File: config.mk
export PLATFORM = sky130hd
export DESIGN_NAME = two_level_interrupt_controller
export DESIGN_NICKNAME = d
export VERILOG_FILES = /design/src/core/irq_ctrl_pkg.sv /design/src/core/two_level_interrupt_controller.sv
export SDC_FILE = /design/constraint.sdc
export NUM_CORES = 1
export LEC_CHECK = 0
export BUFFER_PORTS_ARGS = -buffer_cell sky130_fd_sc_hd__buf_4
export CAP_MARGIN = 40
export CORE_ASPECT_RATIO = 1.2
export CORE_MARGIN = 10
export CORE_UTILIZATION = 35
export CTS_CLUSTER_SIZE = 25
export DETAILED_ROUTE_END_ITERATION = 7
export GPL_TIMING_DRIVEN = 0
export PLACE_DENSITY = 0.57
export SLEW_MARGIN = 15
export SYNTH_ARGS = -nofsm -noshare
export SYNTH_HDL_FRONTEND = slang
export SYNTH_SLANG_ARGS = --single-unit
File: constraint.sdc
create_clock -name ref_clk -period 2 [get_ports ref_clk]
set_input_delay 0.2 -clock ref_clk [delete_from_list [all_inputs] [get_ports ref_clk]]
set_output_delay 0.2 -clock ref_clk [all_outputs]
set_load 0.01 [all_outputs]
File: src/core/irq_ctrl_pkg.sv
package irq_ctrl_pkg;
    // register addresses on the special-function-register bus
    localparam logic [7:0] MASK_ADDR = 8'hA8;
    localparam logic [7:0] LEVEL_ADDR = 8'hB8;
    localparam logic [7:0] EXT_LEVEL_ADDR = 8'hF6;
    // values after reset
    localparam logic [7:0] MASK_RESET = 8'h00;
    localparam logic [7:0] LEVEL_RESET = 8'h80;
    localparam logic [7:0] EXT_LEVEL_RESET = 8'h00;
    // field positions in the enable register
    localparam int GATE_BIT = 7;
    localparam int SERIAL_IFACE_BIT = 6;
    localparam int TIMER2_BIT = 5;
    localparam int SERIAL_PORT_BIT = 4;
    localparam int TIMER1_BIT = 3;
    localparam int EXT_LINE1_BIT = 2;
    localparam int TIMER0_BIT = 1;
    localparam int EXT_LINE0_BIT = 0;
    // reserved bit of the extended level register
    localparam int EXT_RSVD_BIT = 6;
    // source count and vector index width
    localparam int NUM_SOURCES = 14;
    localparam int VEC_W = 4;
    // cycle budget: one detect cycle plus four for the long call
    localparam int DETECT_CYCLES = 1;
    localparam int CALL_CYCLES = 4;
    localparam logic [2:0] CALL_COUNT = 3'(CALL_CYCLES - 1);
    // controller states
    typedef enum logic [1:0] {
        ST_IDLE = 2'b00,
        ST_CALL = 2'b01
    } ctrl_state_t;
endpackage

File: src/core/two_level_interrupt_controller.sv
// Function
// - fourteen sources, each pending flag and vector
// - software-set pending flag raises normal request
// - high level preempts a low routine
// - high routine is never preempted
// - all sources low level after reset
// - higher level first, ties by order
// - sample and decode every clock cycle
// - five cycles: detect plus four call
// - one instruction after return before call
// - worst case detect, return, divide, call
// - equal or lower level waits for return
// - global gate overrides all source masks
// - bits six and four mask serial units
// - bit five gates either timer 2 flag
// - bits three and one gate timers
// - bits two and zero gate external lines
// - level bits six to zero per source
// - level bit seven reads one, unwritable
// - extended level bits for extended sources
// - single-bit set/clear plus byte access
`timescale 1ns/1ps
`default_nettype none
module two_level_interrupt_controller
    import irq_ctrl_pkg::*;
(
    input wire logic ref_clk, // system clock, 25 MHz
    input wire logic rst_b, // asynchronous reset, active low
    input wire logic [7:0] sfr_addr, // register address
    input wire logic [7:0] sfr_wdata, // byte write data
    input wire logic sfr_wr, // byte write strobe
    input wire logic sfr_bit_wr, // single-bit write strobe
    input wire logic [2:0] sfr_bit_sel, // bit number for single-bit write
    input wire logic sfr_bit_val, // value for single-bit write
    output logic [7:0] sfr_rdata, // read data for sfr_addr
    input wire logic ext_irq_line0, // external line 0 request, already detected
    input wire logic timer0_overflow_flag, // timer 0 pending flag
    input wire logic ext_irq_line1, // external line 1 request
    input wire logic timer1_overflow_flag, // timer 1 pending flag
    input wire logic serial_port_pend, // async serial port pending
    input wire logic timer2_low_overflow_flag, // timer 2 low byte flag
    input wire logic timer2_high_overflow_flag, // timer 2 high byte flag
    input wire logic serial_iface_pend, // serial peripheral unit pending
    input wire logic [6:0] ext_pend, // extended sources, already masked
    input wire logic instr_boundary, // core finishes an instruction this cycle
    input wire logic return_from_irq_instr, // core completes a return this cycle
    input wire logic call_ack, // core has taken the vector request
    output logic irq_req, // vector request to the core
    output logic [3:0] irq_vector, // index of source being vectored
    output logic in_service_hi, // high-level routine active
    output logic in_service_lo // low-level routine active
);
    // every piece of state in one record
    typedef struct packed {
        logic [7:0] mask_reg;
        logic [6:0] level_reg;
        logic [7:0] ext_level_reg;
        logic act_hi_reg;
        logic act_lo_reg;
        logic block_reg; // holds off one instruction after a return
        logic req_reg;
        logic [3:0] vec_reg;
        logic vec_hi_reg;
        logic [7:0] rdata_reg;
    } state_t;

    state_t cur_reg, cur_next;
    logic [13:0] pend; // raw pending vector in fixed order
    logic [13:0] lvl; // level per source
    logic [13:0] en; // enable per source
    logic [13:0] hi_cand, lo_cand;
    logic [3:0] hi_idx, lo_idx;
    logic [7:0] level_wr; // level register after any write, bit seven high unless written

    // lowest index set wins
    function automatic logic [3:0] first_set(input logic [13:0] v);
        logic [3:0] r;
        r = 4'h0;
        for (int i = NUM_SOURCES - 1; i >= 0; i--)
            if (v[i])
                r = 4'(i);
        return r;
    endfunction

    // merge a byte or single-bit write into a register
    function automatic logic [7:0] wr_merge(input logic [7:0] old, input logic byte_w,
        input logic bit_w, input logic [2:0] sel, input logic val, input logic [7:0] d);
        logic [7:0] r;
        r = old;
        if (byte_w)
            r = d;
        else if (bit_w)
            r[sel] = val;
        return r;
    endfunction

    // source order, matching vector order
    always_comb
    begin
        pend = {ext_pend, serial_iface_pend,
            timer2_low_overflow_flag | timer2_high_overflow_flag, serial_port_pend,
            timer1_overflow_flag, ext_irq_line1, timer0_overflow_flag, ext_irq_line0};
        lvl[6:0] = cur_reg.level_reg;
        lvl[13:7] = {cur_reg.ext_level_reg[7], cur_reg.ext_level_reg[5:0]};
        en[6:0] = cur_reg.mask_reg[6:0];
        // extended sources arrive already masked by their own unit
        en[13:7] = 7'h7F;
    end

    // decoding: gate, mask, level split
    always_comb
    begin
        // pending flag treated alike whoever set it
        hi_cand = cur_reg.mask_reg[GATE_BIT] ? (pend & en & lvl) : 14'h0000;
        lo_cand = cur_reg.mask_reg[GATE_BIT] ? (pend & en & ~lvl) : 14'h0000;
        hi_idx = first_set(hi_cand);
        lo_idx = first_set(lo_cand);
    end

    // next-state logic
    always_comb
    begin
        cur_next = cur_reg;
        // merged level byte; bit seven is not stored, so a write to it is lost
        level_wr = wr_merge({1'b1, cur_reg.level_reg}, sfr_wr, sfr_bit_wr,
            sfr_bit_sel, sfr_bit_val, sfr_wdata);
        // register writes
        // byte and single-bit access
        if (sfr_addr == MASK_ADDR)
            cur_next.mask_reg = wr_merge(cur_reg.mask_reg, sfr_wr, sfr_bit_wr,
                sfr_bit_sel, sfr_bit_val, sfr_wdata);
        if (sfr_addr == LEVEL_ADDR)
            cur_next.level_reg = level_wr[6:0];
        // reserved bit is stored as written; software keeps it zero
        if (sfr_addr == EXT_LEVEL_ADDR)
            cur_next.ext_level_reg = wr_merge(cur_reg.ext_level_reg, sfr_wr, sfr_bit_wr,
                sfr_bit_sel, sfr_bit_val, sfr_wdata);
        // one instruction completes after a return
        if (instr_boundary)
            cur_next.block_reg = 1'b0;
        if (return_from_irq_instr)
        begin
            if (cur_reg.act_hi_reg)
                cur_next.act_hi_reg = 1'b0;
            else
                cur_next.act_lo_reg = 1'b0;
            // next request waits one more instruction
            cur_next.block_reg = 1'b1;
        end
        // the core took the request: the routine's level becomes active
        if (cur_reg.req_reg && call_ack)
        begin
            cur_next.req_reg = 1'b0;
            if (cur_reg.vec_hi_reg)
                cur_next.act_hi_reg = 1'b1;
            else
                cur_next.act_lo_reg = 1'b1;
        end
        // decode every cycle; one detect cycle then the call
        else if (!cur_reg.req_reg && !cur_reg.block_reg && !return_from_irq_instr)
        begin
            // nothing enters above a high routine
            if (!cur_reg.act_hi_reg)
            begin
                if (hi_cand != 14'h0000)
                begin
                    cur_next.req_reg = 1'b1;
                    cur_next.vec_reg = hi_idx;
                    cur_next.vec_hi_reg = 1'b1;
                end
                // low waits while any routine runs
                else if (lo_cand != 14'h0000 && !cur_reg.act_lo_reg)
                begin
                    cur_next.req_reg = 1'b1;
                    cur_next.vec_reg = lo_idx;
                    cur_next.vec_hi_reg = 1'b0;
                end
            end
        end
        // read data; level bit seven reads one
        unique case (sfr_addr)
            MASK_ADDR: cur_next.rdata_reg = cur_next.mask_reg;
            LEVEL_ADDR: cur_next.rdata_reg = {1'b1, cur_next.level_reg};
            EXT_LEVEL_ADDR: cur_next.rdata_reg = cur_next.ext_level_reg;
            default: cur_next.rdata_reg = 8'h00;
        endcase
    end

    // state register
    always_ff @(posedge ref_clk or negedge rst_b)
    begin
        if (!rst_b)
        begin
            cur_reg <= '0;
            cur_reg.mask_reg <= MASK_RESET;
            cur_reg.level_reg <= LEVEL_RESET[6:0];
            cur_reg.ext_level_reg <= EXT_LEVEL_RESET;
            cur_reg.rdata_reg <= 8'h00;
        end
        else
            cur_reg <= cur_next;
    end

    // outputs straight from flip-flops
    // divide and return cycles are spent by the core via instr_boundary
    assign irq_req = cur_reg.req_reg;
    assign irq_vector = cur_reg.vec_reg;
    assign in_service_hi = cur_reg.act_hi_reg;
    assign in_service_lo = cur_reg.act_lo_reg;
    assign sfr_rdata = cur_reg.rdata_reg;
endmodule // two_level_interrupt_controller
`default_nettype wire

== Yosys cells after proc, flatten, opt, wreduce, memory -nomap -nowiden ==
Cells that the tools add are included.
Word-level totals
  latch bits: 0
  bits of input ports: 42
  memories kept: 0
  register bits after elaboration: 40
  memory bits (read-only): 0
  RAM bits: 0
  output and inout port bits: 15
Cells by class
  multiply operators: 0
  divide/modulo/power cells: 0
  eq/ne operators: 4
  muxes and demuxes: 56
  reductions and logical operators: 17
  bitwise gates (word level): 7
  add/subtract/negate cells: 0
  shift-type cells: 0
  $lt $le $gt $ge: 2
Operators by type and width (count)
  4-bit 2-to-1 mux: 28
  8-bit 2-to-1 mux: 6
  14-bit AND: 3
  14-bit 2-to-1 mux: 2
  14-bit nonzero test: 2
  8-bit bitwise mux: 3
  8-bit == test, second input constant: 3
  6-bit 2-to-1 mux: 4
  8-bit one-hot mux with 3 select lines: 1
  7-bit 2-to-1 mux: 3
  14-bit NOT: 1
  1-bit 2-to-1 mux: 6
  2-bit nonzero test: 3
  1-bit logical AND: 5
  1-bit logical NOT: 4
  3-bit by 4-bit less-than comparator with 1-bit output, second input constant: 1
  4-bit AND reduction: 1
  1-bit demux with 3-bit select: 1
  3-bit by 1-bit >= comparator with 1-bit output, second input constant: 1
  3-bit 2-to-1 mux: 1
  3-bit AND reduction: 1
  3-bit nonzero test: 1
  2-bit 2-to-1 mux: 1
  2-bit by 1-bit != test with 1-bit output, second input constant: 1
  other kinds (2): 3

== Longest topological paths before layout ==
Gate-level depths: netlist of the first run.
  depth in word-level cells: 23
  mapped depth: 8
  depth with buffers taken out: 6

== Worst setup path after synthesis of the first run ==
Ideal clock, no wire load.
  path type: reg2reg
  start point: register cur_reg[31] in the netlist's numbering
  end point: register cur_reg (netlist bit irq_vector[0])
  library setup time: 125 ps
  data required time: 1875 ps
  cell stages (with the launch flop): 7
  data arrival time: 1812 ps
  path slack: 63 ps
  period minus slack after synthesis: 1937 ps
  path through: dfrtp_1 a32o_1 a211o_1 or3_4 nand2b_4 nand2_4 mux2_4
On the way
  longest elaborated chain between the ends: 12
  elaborated cells on any way between the ends: 26
  those cells by class: 18 x mux; 3 x bitwise; 5 x reduce/logical
Ends and longest elaborated chain
  from (decl): line two_level_interrupt_controller.sv:67  | state_t cur_reg, cur_next;
  from (signal assigned): line two_level_interrupt_controller.sv:201  | cur_reg <= cur_next;
  14-bit NOT: line two_level_interrupt_controller.sv:115  | lo_cand = cur_reg.mask_reg[GATE_BIT] ? (pend & en & ~lvl) : 14'h0000;
  14-bit AND: line two_level_interrupt_controller.sv:115
  14-bit 2-to-1 mux: line two_level_interrupt_controller.sv:115
  4-bit 2-to-1 mux (7 in series): line two_level_interrupt_controller.sv:80  | if (v[i])
  6-bit 2-to-1 mux: line two_level_interrupt_controller.sv:172  | else if (lo_cand != 14'h0000 && !cur_reg.act_lo_reg)
  6-bit 2-to-1 mux: line two_level_interrupt_controller.sv:165  | if (hi_cand != 14'h0000)
Parallel ways exist; a longest one is shown, timed or not. The select of a mux whose other input is x is not followed.
A chain may end at the register's enable or synchronous reset.

== Final worst setup path of the first run ==
  start point: register cur_reg[20] in the netlist's numbering
  end point: register cur_reg (netlist bit irq_vector[3])
On the way
  longest elaborated chain between the ends: 16
  elaborated cells on any way between the ends: 34
  those cells by class: 26 x mux; 3 x bitwise; 5 x reduce/logical
Ends and longest elaborated chain (line)
  14-bit NOT: two_level_interrupt_controller.sv:115
  14-bit AND: two_level_interrupt_controller.sv:115
  14-bit 2-to-1 mux: two_level_interrupt_controller.sv:115
  4-bit 2-to-1 mux (11 in series): two_level_interrupt_controller.sv:80
  6-bit 2-to-1 mux: two_level_interrupt_controller.sv:172
  6-bit 2-to-1 mux: two_level_interrupt_controller.sv:165
Parallel ways exist; a longest one is shown, timed or not. The select of a mux whose other input is x is not followed.

==> metrics.md, run 1 <==
| Metric | Value |
|---|---|
| Run status | `finished clean` |
| Ant. Diodes | `0` |
| Asr flop ratio synth | `100%` |
| Worst hold path class | `input pin to flop` |
| GRT Resource Usage Total | `14.8%` |
| Routed Antenna Nets | `0` |
| H-tree lvl count | `2` |
| Worst skew pair latency | `0.30 ns` |
| CTS Buf Count | `5` |
| Initial antenna violation count | `0` |
| Ratio of total power to cell area | `559 nW/um^2` |
| Layout cells sized above 1 | `31.5%` |
| Mapped Area | `2680 sq um` |
| Num rows | `34` |
| Vias in the first global route | `2746` |
| Most common cell after layout, fill and taps aside | `buf_4` |
| Die height | `116 um` |
| Vias | `2763` |
| DRC | `0` |
| Synth cell types | `53` |
| Root buf cell | `clkbuf_8` |
| Max reg flops | `25` |
| Post-Syn Instances | `310` |
| CTS tree | `built` |
| Detailed Routing Iterations Pass 1 | `4` |
| Port buffer count | `54` |
| Die width | `99.9 um` |
| Max FO, Critical Path | `3` |
| Final Cycle Share | `99.0%` |
| Initial Util | `36.5%` |
| Main synth FF type | `dfrtp_1` |
| Cell taking the most area after synthesis | `dfrtp_1` |
| Core ar. | `7360 sq um` |
| Seq/Total Area, Yosys | `37.3%` |
| Fin. Hold Viols | `0` |
| Crit path required time | `2.19 ns` |
| Worst-path clk slew | `0.09 ns` |
| Final Util | `47.8%` |
| Leakage | `1.76 nW` |
| Multi-input logic area | `1560 sq um` |
| Largest net degree at the start of global routing | `41` |
| Maximum vdd drop | `0.000365 V` |
| CTS Sinks | `40` |
| Final Non-Filler Cells | `480` |
| Syn Area/Cell | `8.66 sq um` |
| Iter 0 DRT Violations | `128` |
| Crit Path Category | `flop to flop` |
| Post-route clock skew | `0.0113 ns` |
| Top cell type's share of synthesized area | `37.3%` |
| R2r setup slk | `0.02 ns` |
| Drt wl/cell | `18.2 um` |
| DR vias/cell | `5.76` |
| Post-Place Cells | `454` |
| Tmin final | `1.98 ns` |
| Post-synthesis sequential element count | `40` |
| Max Cap Viol | `0` |
| Commonest non-fill, non-tap cells in the layout | `buf_4, nand2_1, dfrtp_1, a211oi_1, nor2_1` |
| CP Capture Type | `flop` |
| Maximum root-to-sink buffer count | `2` |
| Die Area | `11600 sq um` |
| Max-slew headroom | `58.9%` |
| P&R area growth vs syn | `31.0%` |
| Critical Path AT | `2.17 ns` |
| Synth warn | `0` |
| Total Wirelength | `8.72 mm` |
| HPWL after DPL | `6.58 mm` |
| TNS Setup | `0 ns` |
| Syn nets | `352` |
| Global-route wire length before repair | `13.7 mm` |
| Top area cells in the synthesized netlist | `dfrtp_1, a211oi_1, nand2_1, a21o_1, buf_4` |
| I/O Pins | `57` |
| Fmax | `505 MHz` |
| Slew of the pin with the lowest slew margin | `0.614 ns` |
| Setup crit start kind | `flop` |
| EDFF count, synth | `0` |
| Layout fillers | `745` |
| Final setup violation count | `0` |
| Register area | `1010 sq um` |
| Global route overflow | `0` |
| RSZ-0062 raised after global routing | `true` |
| Placer's final routability congestion estimate | `0.889` |
| Final Net Count | `431` |
| Slew Limit Fails | `0` |
cells by family after synthesis:
logic type,after synthesis,synth area share [%]
AND/OR/NAND/NOR,130,25.1
AO/OA/AOI/OAI,110,29.9
multiplexers,3,1.68
flip-flops,40,37.3
buffers and inverters,27,6.06
critical path, stage by stage, from the launching register on:
cell,delay (ns)
dfrtp_2,0.45
a22o_4,0.26
o31a_2,0.34
or3_4,0.35
nand2b_4,0.10
nand2_4,0.07
mux2_4,0.29
cell type report:
cell class | instances | share of cell area (%)
clock inverter | 2 | 1.10
clock buffer | 6 | 2.35
buffer | 22 | 4.23
inverter | 5 | 0.534
multi-input combinational | 243 | 44.5
timing repair buffer | 72 | 15.4
tap | 90 | 3.20
sequential | 40 | 28.7
routing by layer:
| layer | GRT usage [%] | vias up | wire, um |
|---|---|---|---|
| met5 | 0 | - | 0 |
| met4 | 5.65 | 0 | 204 |
| met3 | 4.41 | 16 | 586 |
| met2 | 25.4 | 90 | 4260 |
| met1 | 16.9 | 1343 | 3660 |
| li1 | - | 1314 | - |
synthesized netlist by cell type (6+ instances only):
| library cell | n |
|---|---|
| a21oi_1 | 12 |
| o21a_1 | 6 |
| nor2_1 | 21 |
| dfrtp_1 | 40 |
| a211oi_1 | 26 |
| nor2b_1 | 11 |
| clkbuf_1 | 7 |
| nand4_1 | 8 |
| or3_1 | 7 |
| o21ai_0 | 12 |
| a21o_1 | 16 |
| nand3_1 | 13 |
| nand2_1 | 45 |
| buf_4 | 12 |
timing repair:
action / CTS / global route
setup buffers: 12 / 5
resized for setup: 10 / 6
hold endpoints to repair: 40 / 0
setup endpoints to repair: 4 / 4
pin swaps: 3 / 6
hold buffers: 1 / 0
stage by stage:
stage / power (W) / cell area, sq um / setup WS, ns / hold slack, ns
floorplan: 0.00107 / 2680 / 0.0633 / -0.0956
global placement: 0.00122 / 3200 / -0.0579 / 0.210
detailed placement: 0.00123 / 3200 / -0.0718 / 0.215
CTS: 0.00197 / 3460 / 0.00780 / 0.0859
global route: 0.00206 / 3520 / -0.0382 / 0.0926
finish: 0.00197 / 3520 / 0.0204 / 0.0835
worst paths after layout:
kind                                startpoint             to  depth (start not counted)
worst max-delay path               cur_reg[20]  irq_vector[3]                          6
worst min-delay path            instr_boundary    cur_reg[14]                          2
worst max register to register     cur_reg[20]  irq_vector[3]                          6
worst min register to register      cur_reg[8]  in_service_lo                          1
max in group asynchronous                rst_b    cur_reg[21]                          2
min in group asynchronous                rst_b  irq_vector[2]                          2
power breakdown:
group          total [W]  internal (W)  switching (W)
registers       0.000892      0.000850      0.0000412
clock network   0.000732      0.000409       0.000323
logic           0.000343      0.000171       0.000172
total            0.00197       0.00143       0.000536
No activity file was read; power rests on OpenSTA's default activity.
==> run 2, diff against run 1 <==
- PLACE_DENSITY: 0.57 -> default
- PLACE_DENSITY_LB_ADDON: default -> 0.12
==> metrics.md, run 2 (synthesis results as in run 1) <==
| Metric | Value |
|---|---|
| Global-route wire length before repair | `13.9 mm (+1.5%)` |
| Hold_ws | `0.0890 ns (+0.00555 ns)` |
| Fin. Hold Viols | `0 (unchanged)` |
| Vias | `2745 (-0.65%)` |
| Maximum root-to-sink buffer count | `2 (unchanged)` |
| Crit Path Category | `flop to flop` |
| Layout cells sized above 1 | `30.7% (-0.85 points)` |
| Crit path max-delay cell type | `dfrtp_1` |
| H-tree lvl count | `2 (unchanged)` |
| Final Util | `47.5% (-0.29 points)` |
| GRT Resource Usage Total | `14.9% (+0.16 points)` |
| Placer's final routability congestion estimate | `0.884 (-0.55%)` |
| Largest net degree at the start of global routing | `41 (unchanged)` |
| DP Worst Slack | `-0.0845 ns (-0.0127 ns)` |
| Total Wirelength | `8.61 mm (-1.3%)` |
| Highest cell delay on the worst timing path | `0.46 ns (about the same)` |
| Setup crit start kind | `flop` |
| Final setup violation count | `3 (+3)` |
| Worst hold path class | `input pin to flop` |
| Die Area | `11600 sq um (unchanged)` |
| Num rows | `34 (unchanged)` |
| Post-route setup slack | `-0.00978 ns (-0.0302 ns)` |
| Initial antenna violation count | `0 (unchanged)` |
| Ratio of total power to cell area | `560 nW/um^2 (+0.14%)` |
| Initial Util | `36.5% (unchanged)` |
| Root buf cell | `clkbuf_8` |
| Critical Path AT | `2.20 ns (+0.03 ns)` |
| Crit path required time | `2.19 ns (about the same)` |
| RSZ-0062 raised after global routing | `true` |
| Ant. Diodes | `0 (unchanged)` |
| Placement Cell Area | `3200 sq um (unchanged)` |
| CP Cell Sequence | `a22o_2 > o31a_2 > or3_4 > nand2b_4 > nand2_4 > mux2_4` |
| P&R area growth vs syn | `30.3%` |
| Detailed Routing Iterations Pass 1 | `4 (unchanged)` |
| Failing checks | `setup timing` |
| Core ar. | `7360 sq um (unchanged)` |
| Slew Limit Fails | `0 (unchanged)` |
| Commonest non-fill, non-tap cells in the layout | `buf_4, nand2_1, dfrtp_1, a211oi_1, nor2_1` |
| Total power | `0.00196 W (-0.47%)` |
| DR vias/cell | `5.71 (-0.86%)` |
| CTS Buf Count | `5 (unchanged)` |
| Max-slew headroom | `56.5% (-2.4 points)` |
| Worst skew pair latency | `0.30 ns (about the same)` |
| Final Net Count | `432 (+0.23%)` |
| Max FO, Critical Path | `5 (+2)` |
| Post-route clock skew | `0.00863 ns (-0.00263 ns)` |
| Port buffer count | `54 (unchanged)` |
| Die height | `116 um (unchanged)` |
| Max reg flops | `25 (unchanged)` |
| CP Capture Type | `flop` |
| Iter 0 DRT Violations | `133 (+3.9%)` |
| I/O Pins | `57 (unchanged)` |
| CTS Sinks | `40 (unchanged)` |
| Tmin final | `2.01 ns (+0.0302 ns)` |
| CTS tree | `built` |
| Die width | `99.9 um (unchanged)` |
| Slew of the pin with the lowest slew margin | `0.650 ns (+0.0361 ns)` |
| HPWL after DPL | `6.59 mm (+0.15%)` |
| Global route overflow | `0 (unchanged)` |
| Leakage | `1.75 nW (-0.30%)` |
| Drt wl/cell | `17.9 um (-1.5%)` |
| Final instance area | `3500 sq um (-0.60%)` |
| Run status | `finished with violations` |
| Vias in the first global route | `2744 (-0.073%)` |
| DRC | `0 (unchanged)` |
| Max Cap Viol | `0 (unchanged)` |
| Routed Antenna Nets | `0 (unchanged)` |
| Maximum vdd drop | `0.000284 V (-22%)` |
| Fmax | `498 MHz (-1.5%)` |
| Worst-path clk slew | `0.09 ns (about the same)` |
| Most common cell after layout, fill and taps aside | `buf_4` |
| Final Cycle Share | `100% (+1.5 points)` |
run 2: changes by cell type in the layout (fill, tap and decap cells not counted):
cell,change
a211oi_1,+1
a211oi_2,-1
a22o_2,+1
a22o_4,-1
buf_2,+1
dfrtp_1,+1
dfrtp_2,-1
nand2b_1,+1
nand2b_4,-1
o31ai_1,+1
o31ai_2,-1
run 2: through the flow:
| step | TNS (ns) | std cells |
|---|---|---|
| floorplan | 0 | 310 |
| detailed placement | -0.296 | 454 |
| global route | -0.145 | 481 |
| global placement | -0.330 | 454 |
| finish | -0.0191 | 481 |
| CTS | 0 | 475 |
run 2: metal layers:
layer,global-route usage (%),vias to the layer above,share of wire [%]
met3,3.69,9,8.0
met1,17.2,1325,38
met2,26.4,92,52
li1,-,1319,-
met4,4.88,0,1.5
met5,0,-,0
run 2: final cells by class:
cell class | instances | area [sq um]
Inverter | 5 | 18.8
Clock inverter | 2 | 38.8
Clock buffer | 6 | 82.6
Timing Repair Buffer | 73 | 548
Tap cell | 90 | 113
Multi-Input combinational cell | 243 | 1540
Sequential cell | 40 | 1010
Fill cell | 742 | 3860
Buffer | 22 | 149
run 2: where the power goes:
group | total, W | internal, W | switching, W
logic | 0.000344 | 0.000175 | 0.000169
registers | 0.000892 | 0.000850 | 0.0000420
clock network | 0.000721 | 0.000409 | 0.000312
total | 0.00196 | 0.00143 | 0.000523
run 2: critical path, delay by kind of cell (launching register included):
| kind | cells | cell delay (ns) |
|---|---|---|
| DFF | 1 | 0.46 |
| and+or+nand+nor | 3 | 0.52 |
| AOI/OAI and AO/OA | 2 | 0.62 |
| muxes | 1 | 0.29 |
run 2: repair_timing:
item                                    4_1_cts  5_1_grt
cloned                                        0        1
endpoints found under the setup margin        4        4
pin swaps                                     3        0
hold endpoints to repair                     40        0
gates resized for setup                       9        3
setup buffers                                12        5
hold buffers                                  1        0
run 2: worst paths after layout:
path | startpoint | to | slack (ns) | cells after the start
max in group asynchronous | rst_b | cur_reg[20] | 1.18 | 2
worst max-delay path | cur_reg[21] | irq_vector[3] | -0.01 | 6
min in group asynchronous | rst_b | in_service_lo | 0.40 | 2
worst max register to register | cur_reg[21] | irq_vector[3] | -0.01 | 6
worst min-delay path | instr_boundary | cur_reg[14] | 0.09 | 2
worst min register to register | cur_reg[8] | in_service_lo | 0.50 | 1
==> run 3, diff against run 2 <==
- CORE_UTILIZATION: 35 -> 50
==> metrics.md, run 3 (synthesis results as in run 1) <==
| Metric | Value |
|---|---|
| Total Wirelength | `8.31 mm (-3.5%)` |
| Failing checks | `setup timing` |
| R2r setup slk | `-0.02 ns (about the same)` |
| Ratio of total power to cell area | `520 nW/um^2 (-7.2%)` |
| Tmin final | `2.02 ns (+0.00764 ns)` |
| Critical Path AT | `2.26 ns (+0.06 ns)` |
| DP Worst Slack | `-0.0959 ns (-0.0114 ns)` |
| Leakage | `1.76 nW (+0.64%)` |
| Port buffer count | `54 (unchanged)` |
| Root buf cell | `clkbuf_8` |
| HPWL after DPL | `6.07 mm (-8.0%)` |
| CTS Sinks | `40 (unchanged)` |
| Worst hold path class | `input pin to flop` |
| Crit path required time | `2.24 ns (+0.05 ns)` |
| Most common cell after layout, fill and taps aside | `buf_4` |
| Max FO, Critical Path | `3 (-2)` |
| Worst-path clk slew | `0.08 ns (about the same)` |
| Layout fillers | `428 (-42%)` |
| DRC | `0 (unchanged)` |
| Setup crit start kind | `flop` |
| Max reg flops | `25 (unchanged)` |
| CTS tree | `built` |
| Final Cycle Share | `101% (+0.38 points)` |
| Final setup violation count | `3 (unchanged)` |
| CP Cell Sequence | `a32o_2 > a211o_1 > or3_4 > o21bai_4 > o22ai_2 > mux2_4` |
| Layout cells sized above 1 | `32.3% (+1.6 points)` |
| Fin. Hold Viols | `0 (unchanged)` |
| Vias | `2780 (+1.3%)` |
| Worst skew pair latency | `0.30 ns (about the same)` |
| Worst r2r path cells | `6 (unchanged)` |
| Worst hold stages | `2 (unchanged)` |
| Slew of the pin with the lowest slew margin | `0.587 ns (-0.0623 ns)` |
| Global route overflow | `0 (unchanged)` |
| Highest cell delay on the worst timing path | `0.43 ns (-0.03 ns)` |
| Detailed Routing Iterations Pass 1 | `4 (unchanged)` |
| Global-route wire length before repair | `13.0 mm (-6.0%)` |
| Die height | `100 um (-14%)` |
| Largest net degree at the start of global routing | `41 (unchanged)` |
| Iter 0 DRT Violations | `146 (+9.8%)` |
| Initial Util | `51.0% (+15 points)` |
| Register area | `1010 sq um (+0.12%)` |
| Commonest non-fill, non-tap cells in the layout | `buf_4, nand2_1, dfrtp_1, a211oi_1, nor2_1` |
| Placer's final routability congestion estimate | `0.918 (+3.8%)` |
| H-tree lvl count | `2 (unchanged)` |
| GRT Resource Usage Total | `18.4% (+3.5 points)` |
| Run status | `finished with violations` |
| Die width | `86.9 um (-13%)` |
| Crit Path Category | `flop to flop` |
| Post-route clock skew | `0.00244 ns (-0.00619 ns)` |
| Num rows | `29 (-15%)` |
| Post-route setup slack | `-0.0174 ns (-0.00764 ns)` |
| Crit path max-delay cell type | `or3_4` |
| DR vias/cell | `6.11 (+7.1%)` |
| Ant. Diodes | `0 (unchanged)` |
| I/O Pins | `57 (unchanged)` |
| Routed Antenna Nets | `0 (unchanged)` |
| Final Net Count | `434 (+0.46%)` |
| P&R area growth vs syn | `29.1%` |
| Max-slew headroom | `60.7% (+4.2 points)` |
| Maximum root-to-sink buffer count | `2 (unchanged)` |
| Drt wl/cell | `18.3 um (+2.0%)` |
| Vias in the first global route | `2762 (+0.66%)` |
| Die Area | `8710 sq um (-25%)` |
| Maximum vdd drop | `0.000424 V (+49%)` |
| Fmax | `496 MHz (-0.38%)` |
| CTS Buf Count | `5 (unchanged)` |
| CP Capture Type | `flop` |
| Multi-input logic area | `1560 sq um (+1.5%)` |
| Hold_ws | `0.0787 ns (-0.0104 ns)` |
| RSZ-0062 raised after global routing | `true` |
| Initial antenna violation count | `0 (unchanged)` |
| Max Cap Viol | `0 (unchanged)` |
| Final Util | `65.9% (+18 points)` |
| Core ar. | `5260 sq um (-29%)` |
| Slew Limit Fails | `0 (unchanged)` |
-- run 3: timing repair --
| action | in CTS | in global routing |
|---|---|---|
| endpoints found under the hold margin | 40 | 0 |
| endpoints found under the setup margin | 4 | 4 |
| buffers inserted | 10 | 9 |
| pin swaps | 3 | 10 |
| gates resized for setup | 9 | 9 |
| cloned | 0 | 1 |
| hold buffers | 1 | 0 |
-- run 3: power breakdown --
group	leakage (nW)	total (W)	switching, W	internal, W
clock	0.0479	0.000558	0.000314	0.000244
sequential	0.511	0.000894	0.0000436	0.000850
combinational	1.21	0.000349	0.000171	0.000178
-- run 3: critical path, delay by kind of cell, from the launching register on --
family	cells	cell delay, ns
flops	1	0.41
compound gates	4	0.96
simple gates	1	0.43
mux	1	0.17
-- run 3: worst paths after layout --
| kind | start | end |
|---|---|---|
| hold reg to reg | cur_reg[8] | in_service_lo |
| setup reg to reg | cur_reg[31] | irq_vector[0] |
| max in group asynchronous | rst_b | cur_reg[17] |
| hold / removal | instr_boundary | cur_reg[14] |
| min in group asynchronous | rst_b | cur_reg[14] |
| setup / recovery | cur_reg[31] | irq_vector[0] |
-- run 3: cell type report --
cell class,count,share of cell area [%]
Multi-Input combinational cell,243,45.1
Sequential cell,40,29.1
Timing Repair Buffer,75,16.2
Buffer,22,4.30
Tap cell,62,2.24
Clock buffer,5,1.99
Clock inverter,3,0.542
Inverter,5,0.542
-- run 3: through the flow --
step	setup TNS, ns	area [sq um]	total power [W]	cells
floorplan	0	2680	0.00107	310
global placement	-0.266	3170	0.00122	426
detailed placement	-0.263	3170	0.00122	426
CTS	0	3370	0.00178	445
global route	-0.295	3470	0.00188	455
finish	-0.0392	3470	0.00180	455
-- run 3: per-layer routing --
| metal | global-route usage (%) | part of all wire [%] |
|---|---|---|
| met5 | 0 | 0 |
| met4 | 8.49 | 3.2 |
| met3 | 4.94 | 5.4 |
| met2 | 31.8 | 52 |
| met1 | 20.3 | 40 |
